[src/hw/mhpm_pkg.sv]
package mhpm_pkg;
  // register indices; the bus byte address is four times the index
  localparam logic [7:0] MHPM_IDX_HASH2    = 8'h04;
  localparam logic [7:0] MHPM_IDX_HASH3    = 8'h06;
  localparam logic [7:0] MHPM_IDX_POWER_MGMT_CTRL_STATUS     = 8'h08;
  localparam logic [7:0] MHPM_IDX_IRQ_STAT = 8'h0a;
  localparam logic [7:0] MHPM_IDX_IRQ_MASK = 8'h0c;
  localparam logic [7:0] MHPM_IDX_BANK_SEL = 8'h0e;
  localparam logic [7:0] MHPM_IDX_NONE     = 8'hff;
  localparam int         MHPM_IDX_LSB      = 2;

  localparam logic [7:0] MHPM_BANK_OWN     = 8'h13;
  localparam logic [7:0] MHPM_BANK_RSV_LO  = 8'h14;
  localparam logic [7:0] MHPM_BANK_RSV_HI  = 8'h1f;
  localparam logic [7:0] MHPM_BANK_RST     = 8'h00;

  // power management register fields
  localparam int MHPM_PM_FLAG   = 15;
  localparam int MHPM_PM_EN     = 8;
  localparam int MHPM_PM_KEEP   = 3;
  localparam int MHPM_PM_PS_HI  = 1;
  localparam int MHPM_PM_PS_LO  = 0;

  // interrupt status bits
  localparam int MHPM_IRQ_WAKE  = 0;
  localparam int MHPM_IRQ_CFGRST = 1;
  localparam int MHPM_IRQ_W     = 2;

  localparam logic [15:0] MHPM_HASH_RST = 16'h0000;
  localparam int          MHPM_DA_GROUP = 40;

  typedef enum logic [1:0] {
    MHPM_PS_D0 = 2'b00,
    MHPM_PS_D1 = 2'b01,
    MHPM_PS_D2 = 2'b10,
    MHPM_PS_D3 = 2'b11
  } mhpm_pstate_type;

  localparam logic [31:0] MHPM_CRC_POLY = 32'h04c11db7;
  localparam logic [31:0] MHPM_CRC_INIT = 32'hffffffff;

  // ethernet crc over the address, first octet in [47:40], each octet lsb first
  function automatic logic [5:0] mhpm_hash(input logic [47:0] da);
    logic [31:0] crc;
    logic        fb;
    crc = MHPM_CRC_INIT;
    for (int k = 0; k < 6; k++) begin
      for (int j = 0; j < 8; j++) begin
        fb  = crc[31] ^ da[47 - 8 * k - 7 + j];
        crc = {crc[30:0], 1'b0} ^ (fb ? MHPM_CRC_POLY : 32'h00000000);
      end
    end
    return crc[31:26];
  endfunction
endpackage

[src/hw/mhpm_top.sv]
// Notes on behaviour
// - the hash is the six top bits of the address crc; its top two pick a table word, the low four a bit.
// - a group frame whose selected table bit is one is accepted, and dropped when it is zero; individual frames always pass.
// - with receive-everything or receive-all-group set, every group frame is accepted.
// - a wake event sets the wake flag, and the wake pin rises only if the wake enable is set too.
// - the wake flag clears on power-up reset or a written one, never on hardware or software reset.
// - the wake pin falls whenever the wake flag is clear.
// - the wake enable gates the pin, resets at power-up and survives a software reset.
// - with the keep-context bit set, a written move from D3 to D0 resets nothing.
// - with the keep-context bit clear, a written move from D3 to D0 wipes the configuration.
// - a hardware reset wipes the configuration, sets the configuration-reset interrupt status bit and keeps the wake context and the keep-context bit.
// - the keep-context bit is loaded from the eeprom configuration bit.
// - the two power state bits are written to request a state and read back the current one.
// - banks 20 to 31 hold nothing but the bank select register.
// - the two upper table words are 16-bit read/write registers reset to zero.
//
// Decided for this implementation: register access over AHB-Lite.
`timescale 1ns/10ps
`default_nettype none
module mhpm_top
(
  input  wire  logic        hclk,
  input  wire  logic        hresetn,
  input  wire  logic        hsel,
  input  wire  logic [31:0] haddr,
  input  wire  logic [1:0]  htrans,
  input  wire  logic        hwrite,
  input  wire  logic [2:0]  hsize,
  input  wire  logic [31:0] hwdata,
  input  wire  logic        hready,
  output var   logic [31:0] hrdata,
  output var   logic        hreadyout,
  output var   logic        hresp,
  input  wire  logic        hard_reset,
  input  wire  logic        soft_reset,
  input  wire  logic        wake_event,
  input  wire  logic        eeprom_load,
  input  wire  logic        eeprom_keep_context,
  input  wire  logic        receive_everything_bit,
  input  wire  logic        receive_all_group_bit,
  input  wire  logic [31:0] group_hash_word,
  input  wire  logic        frame_da_valid,
  input  wire  logic [47:0] frame_da,
  output var   logic        frame_result_valid,
  output var   logic        frame_accept,
  output var   logic        wake_output_pin,
  output var   logic [1:0]  power_state,
  output var   logic        config_reset,
  output var   logic        irq
);
  import mhpm_pkg::*;

  typedef struct packed {
    logic [7:0]          bank;
    logic [15:0]         hash2;
    logic [15:0]         hash3;
    logic                wake_flag;
    logic                wake_en;
    logic                keep_ctx;
    mhpm_pstate_type     pstate;
    logic [MHPM_IRQ_W-1:0] irq_stat;
    logic [MHPM_IRQ_W-1:0] irq_mask;
    logic                wr_pend;
    logic [7:0]          wr_idx;
    logic                rd_pend;
    logic [7:0]          rd_idx;
    logic [31:0]         rdata;
    logic                ready;
    logic                irq;
    logic                wake_pin;
    logic                cfg_rst;
    logic                fvalid;
    logic                faccept;
  } mhpm_state_type;

  mhpm_state_type st_ff;
  mhpm_state_type nxt_st;

  logic        addr_phase;
  logic [7:0]  addr_idx;
  logic [7:0]  dec_idx;
  logic        own_bank;
  logic        rsv_bank;
  logic [5:0]  hash;
  logic [15:0] word_sel;
  logic [15:0] power_mgmt_ctrl_status_rd;
  logic [31:0] rd_mux;
  logic        wipe;

  assign addr_phase = hsel & htrans[1] & hready;
  assign addr_idx   = haddr[MHPM_IDX_LSB +: 8];
  assign own_bank   = (st_ff.bank == MHPM_BANK_OWN);
  assign rsv_bank   = (st_ff.bank >= MHPM_BANK_RSV_LO) && (st_ff.bank <= MHPM_BANK_RSV_HI);
  assign hash       = mhpm_hash(frame_da);

  // only the bank select register answers outside the own bank
  always_comb begin
    dec_idx = MHPM_IDX_NONE;
    if (addr_idx == MHPM_IDX_BANK_SEL) begin
      dec_idx = MHPM_IDX_BANK_SEL;
    end else if (own_bank && !rsv_bank && haddr[1:0] == 2'b00) begin
      unique case (addr_idx)
        MHPM_IDX_HASH2, MHPM_IDX_HASH3, MHPM_IDX_POWER_MGMT_CTRL_STATUS,
        MHPM_IDX_IRQ_STAT, MHPM_IDX_IRQ_MASK: dec_idx = addr_idx;
        default: dec_idx = MHPM_IDX_NONE;
      endcase
    end
  end

  always_comb begin
    unique case (hash[5:4])
      2'b00: word_sel = group_hash_word[15:0];
      2'b01: word_sel = group_hash_word[31:16];
      2'b10: word_sel = st_ff.hash2;
      2'b11: word_sel = st_ff.hash3;
    endcase
  end

  always_comb begin
    power_mgmt_ctrl_status_rd = 16'h0000;
    power_mgmt_ctrl_status_rd[MHPM_PM_FLAG] = st_ff.wake_flag;
    power_mgmt_ctrl_status_rd[MHPM_PM_EN]   = st_ff.wake_en;
    power_mgmt_ctrl_status_rd[MHPM_PM_KEEP] = st_ff.keep_ctx;
    power_mgmt_ctrl_status_rd[MHPM_PM_PS_HI:MHPM_PM_PS_LO] = st_ff.pstate;
  end

  always_comb begin
    rd_mux = 32'h00000000;
    unique case (st_ff.rd_idx)
      MHPM_IDX_HASH2:    rd_mux[15:0] = st_ff.hash2;
      MHPM_IDX_HASH3:    rd_mux[15:0] = st_ff.hash3;
      MHPM_IDX_POWER_MGMT_CTRL_STATUS:     rd_mux[15:0] = power_mgmt_ctrl_status_rd;
      MHPM_IDX_IRQ_STAT: rd_mux[MHPM_IRQ_W-1:0] = st_ff.irq_stat;
      MHPM_IDX_IRQ_MASK: rd_mux[MHPM_IRQ_W-1:0] = st_ff.irq_mask;
      MHPM_IDX_BANK_SEL: rd_mux[7:0] = st_ff.bank;
      default:           rd_mux = 32'h00000000;
    endcase
  end

  always_comb begin
    nxt_st         = st_ff;
    nxt_st.cfg_rst = 1'b0;
    wipe           = 1'b0;

    // reads take one wait state so a write in the previous data phase is already visible
    if (st_ff.rd_pend) begin
      nxt_st.rd_pend = 1'b0;
      nxt_st.ready   = 1'b1;
      nxt_st.rdata   = rd_mux;
      if (st_ff.rd_idx == MHPM_IDX_IRQ_STAT) begin
        nxt_st.irq_stat = '0;
      end
    end
    nxt_st.wr_pend = 1'b0;
    if (addr_phase && !st_ff.rd_pend) begin
      nxt_st.wr_pend = hwrite;
      nxt_st.wr_idx  = dec_idx;
      nxt_st.rd_pend = !hwrite;
      nxt_st.rd_idx  = dec_idx;
      nxt_st.ready   = hwrite;
    end

    if (st_ff.wr_pend) begin
      unique case (st_ff.wr_idx)
        MHPM_IDX_HASH2: nxt_st.hash2 = hwdata[15:0];
        MHPM_IDX_HASH3: nxt_st.hash3 = hwdata[15:0];
        MHPM_IDX_POWER_MGMT_CTRL_STATUS: begin
          if (hwdata[MHPM_PM_FLAG]) begin
            nxt_st.wake_flag = 1'b0;
          end
          nxt_st.wake_en = hwdata[MHPM_PM_EN];
          nxt_st.pstate  = mhpm_pstate_type'(hwdata[MHPM_PM_PS_HI:MHPM_PM_PS_LO]);
          if (st_ff.pstate == MHPM_PS_D3 && hwdata[MHPM_PM_PS_HI:MHPM_PM_PS_LO] == MHPM_PS_D0
              && !st_ff.keep_ctx) begin
            wipe = 1'b1;
          end
        end
        MHPM_IDX_IRQ_MASK: nxt_st.irq_mask = hwdata[MHPM_IRQ_W-1:0];
        MHPM_IDX_BANK_SEL: nxt_st.bank = hwdata[7:0];
        default: ;
      endcase
    end

    if (eeprom_load) begin
      nxt_st.keep_ctx = eeprom_keep_context;
    end

    // wake flag and enable are wake context and survive every reset but power-up
    if (hard_reset) begin
      nxt_st.pstate = MHPM_PS_D0;
      wipe          = 1'b1;
    end
    if (wipe || soft_reset) begin
      nxt_st.hash2    = MHPM_HASH_RST;
      nxt_st.hash3    = MHPM_HASH_RST;
      nxt_st.irq_mask = '0;
      nxt_st.bank     = MHPM_BANK_RST;
      nxt_st.cfg_rst  = 1'b1;
    end

    // hardware events win over a same-cycle clear
    if (wake_event) begin
      nxt_st.wake_flag = 1'b1;
      nxt_st.irq_stat[MHPM_IRQ_WAKE] = 1'b1;
    end
    if (wipe) begin
      nxt_st.irq_stat[MHPM_IRQ_CFGRST] = 1'b1;
    end

    nxt_st.wake_pin = nxt_st.wake_flag & nxt_st.wake_en;
    nxt_st.irq      = |(nxt_st.irq_stat & nxt_st.irq_mask);

    nxt_st.fvalid  = frame_da_valid;
    // individual addresses are filtered elsewhere and pass here
    nxt_st.faccept = !frame_da[MHPM_DA_GROUP]
                   | receive_everything_bit | receive_all_group_bit
                   | word_sel[hash[3:0]];
  end

  always_ff @(posedge hclk or negedge hresetn) begin
    if (!hresetn) begin
      st_ff       <= '0;
      st_ff.bank  <= MHPM_BANK_RST;
      st_ff.hash2 <= MHPM_HASH_RST;
      st_ff.hash3 <= MHPM_HASH_RST;
      st_ff.pstate <= MHPM_PS_D0;
      st_ff.wr_idx <= MHPM_IDX_NONE;
      st_ff.rd_idx <= MHPM_IDX_NONE;
      st_ff.ready <= 1'b1;
    end else begin
      st_ff <= nxt_st;
    end
  end

  assign hrdata             = st_ff.rdata;
  assign hreadyout          = st_ff.ready;
  assign hresp              = 1'b0;
  assign frame_result_valid = st_ff.fvalid;
  assign frame_accept       = st_ff.faccept;
  assign wake_output_pin    = st_ff.wake_pin;
  assign power_state        = st_ff.pstate;
  assign config_reset       = st_ff.cfg_rst;
  assign irq                = st_ff.irq;

  a_pin_needs_both: assert property (@(posedge hclk) disable iff (!hresetn)
    wake_output_pin |-> (st_ff.wake_flag && st_ff.wake_en))
    else $error("wake pin high without flag and enable");

  a_event_sets_pin: assert property (@(posedge hclk) disable iff (!hresetn)
    (wake_event && st_ff.wake_en && !(st_ff.wr_pend && st_ff.wr_idx == MHPM_IDX_POWER_MGMT_CTRL_STATUS)) |=> wake_output_pin)
    else $error("wake event with enable did not raise pin");

  a_flag_survives_reset: assert property (@(posedge hclk) disable iff (!hresetn)
    ((hard_reset || soft_reset) && st_ff.wake_flag && !(st_ff.wr_pend && st_ff.wr_idx == MHPM_IDX_POWER_MGMT_CTRL_STATUS))
    |=> st_ff.wake_flag)
    else $error("wake flag lost on hardware or software reset");

  a_clear_drops_pin: assert property (@(posedge hclk) disable iff (!hresetn)
    !st_ff.wake_flag |-> !wake_output_pin)
    else $error("wake pin high with flag clear");

  a_enable_soft_keep: assert property (@(posedge hclk) disable iff (!hresetn)
    (soft_reset && !st_ff.wr_pend) |=> (st_ff.wake_en == $past(st_ff.wake_en)))
    else $error("wake enable changed on software reset");

  a_resume_keeps_cfg: assert property (@(posedge hclk) disable iff (!hresetn)
    (st_ff.wr_pend && st_ff.wr_idx == MHPM_IDX_POWER_MGMT_CTRL_STATUS && st_ff.keep_ctx && !hard_reset && !soft_reset)
    |=> !config_reset)
    else $error("context lost though keep bit set");

  a_resume_wipes_cfg: assert property (@(posedge hclk) disable iff (!hresetn)
    (st_ff.wr_pend && st_ff.wr_idx == MHPM_IDX_POWER_MGMT_CTRL_STATUS && !st_ff.keep_ctx && st_ff.pstate == MHPM_PS_D3
     && hwdata[MHPM_PM_PS_HI:MHPM_PM_PS_LO] == MHPM_PS_D0)
    |=> (config_reset && st_ff.hash2 == MHPM_HASH_RST && st_ff.hash3 == MHPM_HASH_RST))
    else $error("resume from D3 did not wipe configuration");

  a_hard_reset_d0: assert property (@(posedge hclk) disable iff (!hresetn)
    hard_reset |=> (power_state == MHPM_PS_D0 && config_reset && st_ff.hash3 == MHPM_HASH_RST))
    else $error("hardware reset did not return to D0 uninitialized");

  a_keep_loaded: assert property (@(posedge hclk) disable iff (!hresetn)
    eeprom_load |=> (st_ff.keep_ctx == $past(eeprom_keep_context)))
    else $error("keep bit not loaded from eeprom");

  a_group_all_accept: assert property (@(posedge hclk) disable iff (!hresetn)
    (receive_everything_bit || receive_all_group_bit) |=> frame_accept)
    else $error("group frame dropped while receive all set");

  a_table_decides: assert property (@(posedge hclk) disable iff (!hresetn)
    (frame_da[MHPM_DA_GROUP] && !receive_everything_bit && !receive_all_group_bit)
    |=> (frame_accept == $past(word_sel[hash[3:0]])))
    else $error("group frame result does not follow table bit");

  a_read_one_wait: assert property (@(posedge hclk) disable iff (!hresetn)
    (addr_phase && !hwrite && !st_ff.rd_pend) |=> !hreadyout ##1 hreadyout)
    else $error("read did not complete after one wait state");

  a_reserved_zero: assert property (@(posedge hclk) disable iff (!hresetn)
    (st_ff.rd_pend && st_ff.rd_idx == MHPM_IDX_POWER_MGMT_CTRL_STATUS) |=> (hrdata[14:9] == 6'h00 && hrdata[7:4] == 4'h0
     && hrdata[2] == 1'b0 && hrdata[31:16] == 16'h0000))
    else $error("reserved power bits read nonzero");

  a_flag_write_clear: assert property (@(posedge hclk) disable iff (!hresetn)
    (st_ff.wr_pend && st_ff.wr_idx == MHPM_IDX_POWER_MGMT_CTRL_STATUS && hwdata[MHPM_PM_FLAG] && !wake_event)
    |=> !st_ff.wake_flag)
    else $error("written one did not clear wake flag");

  a_enable_written: assert property (@(posedge hclk) disable iff (!hresetn)
    (st_ff.wr_pend && st_ff.wr_idx == MHPM_IDX_POWER_MGMT_CTRL_STATUS)
    |=> (st_ff.wake_en == $past(hwdata[MHPM_PM_EN])))
    else $error("wake enable does not follow the written bit");

  a_state_written: assert property (@(posedge hclk) disable iff (!hresetn)
    (st_ff.wr_pend && st_ff.wr_idx == MHPM_IDX_POWER_MGMT_CTRL_STATUS && !hard_reset)
    |=> (power_state == $past(hwdata[MHPM_PM_PS_HI:MHPM_PM_PS_LO])))
    else $error("power state does not follow the written field");

  a_keep_read_only: assert property (@(posedge hclk) disable iff (!hresetn)
    (st_ff.wr_pend && st_ff.wr_idx == MHPM_IDX_POWER_MGMT_CTRL_STATUS && !eeprom_load)
    |=> (st_ff.keep_ctx == $past(st_ff.keep_ctx)))
    else $error("keep bit changed by a register write");

  a_word_written: assert property (@(posedge hclk) disable iff (!hresetn)
    (st_ff.wr_pend && st_ff.wr_idx == MHPM_IDX_HASH2 && !hard_reset && !soft_reset)
    |=> (st_ff.hash2 == $past(hwdata[15:0])))
    else $error("table word did not take the written value");

  a_rsv_bank_blind: assert property (@(posedge hclk) disable iff (!hresetn)
    (addr_phase && !st_ff.rd_pend && rsv_bank && addr_idx != MHPM_IDX_BANK_SEL)
    |=> (st_ff.wr_idx == MHPM_IDX_NONE && st_ff.rd_idx == MHPM_IDX_NONE))
    else $error("register reachable in a reserved bank");

  a_result_follows: assert property (@(posedge hclk) disable iff (!hresetn)
    frame_da_valid |=> frame_result_valid)
    else $error("frame result did not follow the address");

  a_event_marks_stat: assert property (@(posedge hclk) disable iff (!hresetn)
    wake_event |=> st_ff.irq_stat[MHPM_IRQ_WAKE])
    else $error("wake event not recorded in interrupt status");

  a_stat_read_clear: assert property (@(posedge hclk) disable iff (!hresetn)
    (st_ff.rd_pend && st_ff.rd_idx == MHPM_IDX_IRQ_STAT && !wake_event && !hard_reset)
    |=> (st_ff.irq_stat == '0 && !irq))
    else $error("status read did not clear the interrupt");

  a_hard_reset_wipes: assert property (@(posedge hclk) disable iff (!hresetn)
    hard_reset |=> (st_ff.irq_mask == '0 && st_ff.bank == MHPM_BANK_RST
                    && st_ff.irq_stat[MHPM_IRQ_CFGRST]))
    else $error("hardware reset kept the configuration");
endmodule // mhpm_top
`default_nettype wire
[config.mk]
export PLATFORM = sky130hd
export DESIGN_NAME = mhpm_top
export DESIGN_NICKNAME = d
export VERILOG_FILES = /design/src/hw/mhpm_pkg.sv /design/src/hw/mhpm_top.sv
export SDC_FILE = /design/constraint.sdc
export NUM_CORES = 1
export LEC_CHECK = 0
export BUFFER_PORTS_ARGS = -buffer_cell sky130_fd_sc_hd__buf_4
export CAP_MARGIN = 20
export CORE_MARGIN = 2
export CORE_UTILIZATION = 47
export CTS_CLUSTER_SIZE = 28
export DETAILED_ROUTE_END_ITERATION = 8
export PLACE_DENSITY = 0.75
export REMOVE_ABC_BUFFERS = 1
export SYNTH_ARGS = -nofsm -noshare
export SYNTH_HDL_FRONTEND = slang
export SYNTH_SLANG_ARGS = --single-unit
[constraint.sdc]
create_clock -name hclk -period 2.6 [get_ports hclk]
set_input_delay 0.39 -clock hclk [delete_from_list [all_inputs] [get_ports hclk]]
set_output_delay 0.39 -clock hclk [all_outputs]
set_load 0.1 [all_outputs]
==> results of run 1 <==
## what timing repair did
action,in CTS,in global routing
cloned,0,0
buffers inserted,7,6
pin swaps,14,20
resized for setup,12,15
setup endpoints to repair,1,7
hold endpoints to repair,0,0
## flip-flops by register name, indices dropped and copies added, names as in the netlist, 2 cells and up
signal,flops
st_ff,54
hrdata,16
power_state,2
power_mgmt_ctrl_status_rd,3
## logic make-up (layout without fill, tap and decap cells)
kind of cell,after synthesis,in the layout
XOR/XNOR,158,158
flip-flops,81,81
buffers and inverters,83,290
other,1,17
AND/OR/NAND/NOR,179,179
multiplexers,25,25
AO/OA/AOI/OAI,108,108
## routing by layer
metal,track usage (%),vias up,routed length (um)
met5,0,-,0
met4,9.23,0,553
met3,4.17,46,1170
met2,44.2,262,8940
met1,32.0,2626,7140
li1,-,2557,-
## layout make-up
class	count	area (um2)	share of cell area, %
Sequential cell	81	2040	23.8
Clock inverter	7	126	1.48
Inverter	10	37.5	0.439
Timing Repair Buffer	264	2010	23.4
Multi-Input combinational cell	487	3900	45.6
Tap cell	176	220	2.57
Clock buffer	9	225	2.63
## critical path: cells and delay by family
kind	cells	cell delay, ps
XOR/XNOR	6	2050
AND/OR/NAND/NOR	1	210
AO/OA/AOI/OAI	2	250
buffers and inverters	3	390
multiplexers	1	490
## metrics by stage
stage,hold slack [ps],util [%],instances
2_1_floorplan,94.4,-,578
3_3_place_gp,489,60.5,1004
3_5_place_dp,496,60.5,1004
4_1_cts,150,64.2,1027
5_1_grt,49.9,65.4,1034
6_report,45.9,65.4,1034
## how the worst min path moves through the flow
stage	from	to	slack, ps	cells after the start
finish	hresetn	st_ff[39]$_DFFE_PN1P_	50	1
global route	hresetn	st_ff[39]$_DFFE_PN1P_	50	1
CTS	frame_da_valid	frame_result_valid$_DFF_PN0_	150	1
detailed placement	power_mgmt_ctrl_status_rd[15]$_DFF_PN0_	power_mgmt_ctrl_status_rd[15]$_DFF_PN0_	500	1
global placement	power_mgmt_ctrl_status_rd[15]$_DFF_PN0_	power_mgmt_ctrl_status_rd[15]$_DFF_PN0_	490	1
floorplan	hresetn	config_reset$_DFF_PN0_	90	0
## cells in the final DEF, fill, tap and decap left out, types with 4 or more instances in the layout
cell type    n
nand3_1     17
and2_1       6
xnor3_2      7
mux4_1       5
mux4_2       4
a21o_1       8
nand2b_1     4
nand2_1     96
dfstp_2      9
xnor2_1     93
dfrtp_1     72
xnor2_2     13
xor2_1      20
nor2_1      29
a31oi_1      4
buf_4      262
inv_1        8
clkbuf_16    9
a222oi_1     6
a21oi_1     54
xnor3_1     16
conb_1      17
mux2i_1     13
nor3_1       4
o22ai_1      7
a22oi_1      9
==> run_results.csv, run 1 <==
group,metric,value,unit
die,die_height,119,um
critical_path,cp_max_fo,5,
cts,cts_hold_buf,0,
synth,ys_warn_count,0,
synth,synth_compound_area_share,11.4,%
critical_path,worst_setup_path_start_kind,"primary input",
synth,synth_edf_count,0,
synth,synthDistinctLibCells,60,
die,die_w,119,um
routing,final_antenna_net_count,0,
layout,synthToLayoutAreaGrowth,37.6,%
sta,fmax,279,MHz
cts,clkSinkCount,81,
synth,synth_xor_area_share,28.9,%
routing,wl,17800,um
die,core_region_area,13100,um2
critical_path,cp-startpoint,"frame_da[45]",
sta,hold_viol,0,
die,die_area,14200,um2
outcome,outcome,"finished with violations",
sta,setup_ws,-983,ps
cts,cts.path.max_buffers,2,
synth,synth_most_common_cell,"xnor2_1",
sta,skew,8.69,ps
synth,synth_area_leaders,"dfrtp_1, xnor2_1, xnor3_1",
grt,antenna_found_initial,0,
place,gp_congestion,0.918,
critical_path,end_kind,"flop",
grt,track_usage,25.4,%
sta,post-route-min-period,3580,ps
synth,muxShareOfSynthArea,6.20,%
cts,cts_tree,"done",
cts,clkTransAtPathRegs,70,ps
grt,grt.overflow.total,0,
grt,grt_pass1_vias,5555,
sta,setup_violations,1,
outcome,violations,"negative setup slack",
critical_path,r2r_slack,130,ps
routing,wire_per_inst,17.2,um
critical_path,crit_arrival,3790,ps
critical_path,critPathSlowestCell,"mux4_2",
synth,mappedNetlistArea,6210,um2
grt,grt_max_degree,82,
cts,cts_buffers,9,
layout,n_fill_cell,1037,
place,post_dp_cell_area,7920,um2
synth,synth_fa_ha_area_share,0,%
critical_path,required,2810,ps
routing,vias,5491,
layout,drive_gt1_share,38.5,%
sta,rsz0062_at_grt,"true",
cts,clock_latency,340,ps
routing,dr.pass1.iters,5,
run,cap_violations,0,
sta,final_max_slew_viol_count,0,
sta,worst_pin_slew,600,ps
routing,drt_iter0_drc,412,
layout,layout.nets,1015,
layout,final_area,8550,um2
routing,vias_per_cell,5.31,
die,start_util,47.5,%
synth,synth_seq_area_share,32.8,%
critical_path,r2r_cells,7,
critical_path,path_cells,"buf_4, xor3_1, buf_4, xnor3_2, xnor2_2, xnor2_2, xnor3_2, xnor3_2, buf_4, mux4_2, or2_1, a31oi_1, a32oi_1",
die,ios,203,
cts,htree_num_levels,3,
synth,synth_top_area_cell,"dfrtp_1",
die,num_rows,42,
synth,synth_common_cells,"xnor2_1, nand2_1, dfrtp_1",
critical_path,critPathKind,"in -> reg",
grt,grt_first_pass_wirelength,28400,um
routing,drc,0,
synth,synthArstFlopShare,100,%
place,io_buffer_count,141,
critical_path,max_stage_delay,490,ps
synth,synth_simple_gate_area_share,12.7,%
synth,synth-main-ff-cell,"dfrtp_1",
synth,synth_top_area_share,29.0,%
place,hpwl,13700,um
sta,max-slew-margin-rel,59.9,%
critical_path,cp-endpoint,"frame_accept$_DFF_PN0_",
synth,synth_cells,635,
sta,period_share,138,%
sta,tns,-983,ps
synth,yosys_register_bits,81,
cts,cts-root-buf,"clkbuf_16",
layout,diodes,0,
critical_path,r2r_start,"st_ff[44]$_DFFE_PN1P_",
synth,synth_top_family_by_area,"XOR/XNOR gates",
synth,avgSynthCellArea,9.79,um2
place,pre_cts_slack,-1380,ps
critical_path,timing.rr.end,"st_ff[77]$_DFFE_PN0P_",
worst_hold_path,hold_path_class,"in -> async",
Power of run 1 is left out: the tool's default activity adds up to more than one toggle a clock period on the data nets, which glitch-free logic cannot reach.
==> inputs of run 2 (changes only) <==
--- a/config.mk
+++ b/config.mk
@@ -5,12 +5,12 @@
 export SDC_FILE = /design/constraint.sdc
 export NUM_CORES = 1
 export LEC_CHECK = 0
-export BUFFER_PORTS_ARGS = -buffer_cell sky130_fd_sc_hd__buf_4
 export CAP_MARGIN = 20
 export CORE_MARGIN = 2
-export CORE_UTILIZATION = 47
+export CORE_UTILIZATION = 59
 export CTS_CLUSTER_SIZE = 28
 export DETAILED_ROUTE_END_ITERATION = 8
+export DONT_BUFFER_PORTS = 1
 export PLACE_DENSITY = 0.75
 export REMOVE_ABC_BUFFERS = 1
 export SYNTH_ARGS = -nofsm -noshare
==> run_results.csv, run 2 (same netlist as run 1, synthesis figures left out) <==
group,metric,value,unit
die,core_region_area,10300,um2
routing,vias,4824,
routing,drc,0,
die,start_util,60.5,%
cts,clkSinkCount,81,
critical_path,cp_common_cell,"xnor3_2",
sta,final_max_slew_viol_count,0,
critical_path,crit_family,"XOR/XNOR gates",
cts,cts_buffers,9,
critical_path,path_buf_inv,2,
critical_path,r2r_cells,7,
place,hpwl,12500,um
sta,tns,-804,ps
grt,track_usage,29.1,%
critical_path,max_stage_delay,480,ps
grt,antenna_found_initial,1,
cts,cts.path.max_buffers,2,
sta,setup_ws,-804,ps
outcome,outcome,"finished with violations",
layout,layout_common_cells,"buf_4, nand2_1, xnor2_1",
cts,cts_tree,"done",
layout,drive_gt1_share,23.9,%
sta,worst_pin_slew,937,ps
sta,setup_violations,1,
sta,skew,11.0,ps
sta,finalHoldWorstSlack,33.6,ps
sta,fmax,294,MHz
sta,post-route-min-period,3400,ps
layout,layout.nets,856,
layout,layout_commonest_cell,"buf_4",
critical_path,end_kind,"flop",
critical_path,path_cells,"xnor3_2, xnor3_2, xor2_2, buf_4, xor2_2, xnor3_1, xnor3_2, xnor3_2, buf_6, mux4_2, or2_1, a31oi_1, a32oi_1",
cts,clkTransAtPathRegs,90,ps
die,ios,203,
layout,largest_reg_flops,54,
critical_path,required,2840,ps
critical_path,r2r_start,"st_ff[44]$_DFFE_PN1P_",
critical_path,crit_arrival,3640,ps
sta,period_share,131,%
critical_path,worst_setup_path_start_kind,"primary input",
routing,drt_iter0_drc,336,
cts,clock_latency,370,ps
grt,grt_pass1_vias,4848,
cts,cts-root-buf,"clkbuf_8",
die,die_w,107,um
worst_hold_path,hold_depth,0,
routing,wl,16400,um
outcome,violations,"negative setup slack",
routing,wire_per_inst,19.6,um
grt,grt.overflow.total,0,
critical_path,critPathKind,"in -> reg",
routing,dr.pass1.iters,7,
run,cap_violations,0,
worst_hold_path,min-delay-start,"frame_da_valid",
die,die_area,11400,um2
cts,htree_num_levels,3,
layout,synthToLayoutAreaGrowth,15.2,%
sta,rsz0062_at_grt,"true",
critical_path,critPathSlowestCell,"mux4_2",
routing,vias_per_cell,5.77,
place,pre_cts_slack,-1320,ps
critical_path,worst-path-stages,13,
place,io_buffer_count,0,
die,die_height,107,um
sta,max-slew-margin-rel,37.5,%
critical_path,cp_max_fo,4,
grt,grt_max_degree,82,
worst_hold_path,hold_path_class,"in -> reg",
sta,hold_viol,0,
die,num_rows,37,
grt,grt_first_pass_wirelength,25500,um
layout,regMostFlops,"st_ff",
place,gp_congestion,0.912,
critical_path,cp-startpoint,"frame_da[34]",
routing,final_antenna_net_count,0,
[run 2: worst register-to-register path: cells and delay by family, from the launching register on]
family / cells / cell delay [ps]
and+or+nand+nor: 4 / 1450
DFF: 1 / 380
buffers and inverters: 1 / 260
AOI/OAI and AO/OA: 2 / 240
[run 2: path summary, 6_finish.rpt]
kind                                           endpoint  slack [ps]
setup / recovery                 frame_accept$_DFF_PN0_        -800
hold / removal             frame_result_valid$_DFF_PN0_          30
setup reg to reg                  st_ff[78]$_DFFE_PN0P_         150
hold reg to reg                   st_ff[42]$_DFFE_PN1P_         510
max in group asynchronous         st_ff[40]$_DFFE_PN1P_        1690
min in group asynchronous           st_ff[46]$_DFF_PN0_         550
[run 2: stage by stage]
stage / instance area, um2 / util [%] / std cells
after floorplan: 5820 / - / 578
after detailed placement: 6670 / 64.9 / 801
final: 7160 / 69.6 / 836
after global routing: 7160 / 69.6 / 835
after CTS: 7070 / 68.7 / 829
after global placement: 6670 / 64.9 / 801
[run 2: timing repair]
item                                    CTS  global route
resized for setup                        15             8
endpoints found under the setup margin    1            17
hold buffers                              2             0
pin swaps                                26            12
hold endpoints to repair                 81             0
buffers inserted                         10             6
[run 2: area by class of cell]
| cell class | count | area [um2] |
|---|---|---|
| sequential | 81 | 2040 |
| antenna | 1 | 2.50 |
| inverter | 10 | 37.5 |
| clock buffer | 10 | 138 |
| clock inverter | 6 | 51.3 |
| fill | 747 | 3120 |
| timing repair buffer | 105 | 843 |
| multi-input combinational | 487 | 3880 |
| tap | 136 | 170 |
[run 2: layer usage]
metal  vias to the layer above  GRT usage (%)  part of all wire [%]
met4                         2           8.07                   1.9
met1                      2342           38.2                    40
met5                         -              0                 0.067
li1                       2236              -                     -
met2                       214           48.5                    51
met3                        30           7.17                   7.3
Power of run 2 is left out for the same reason.
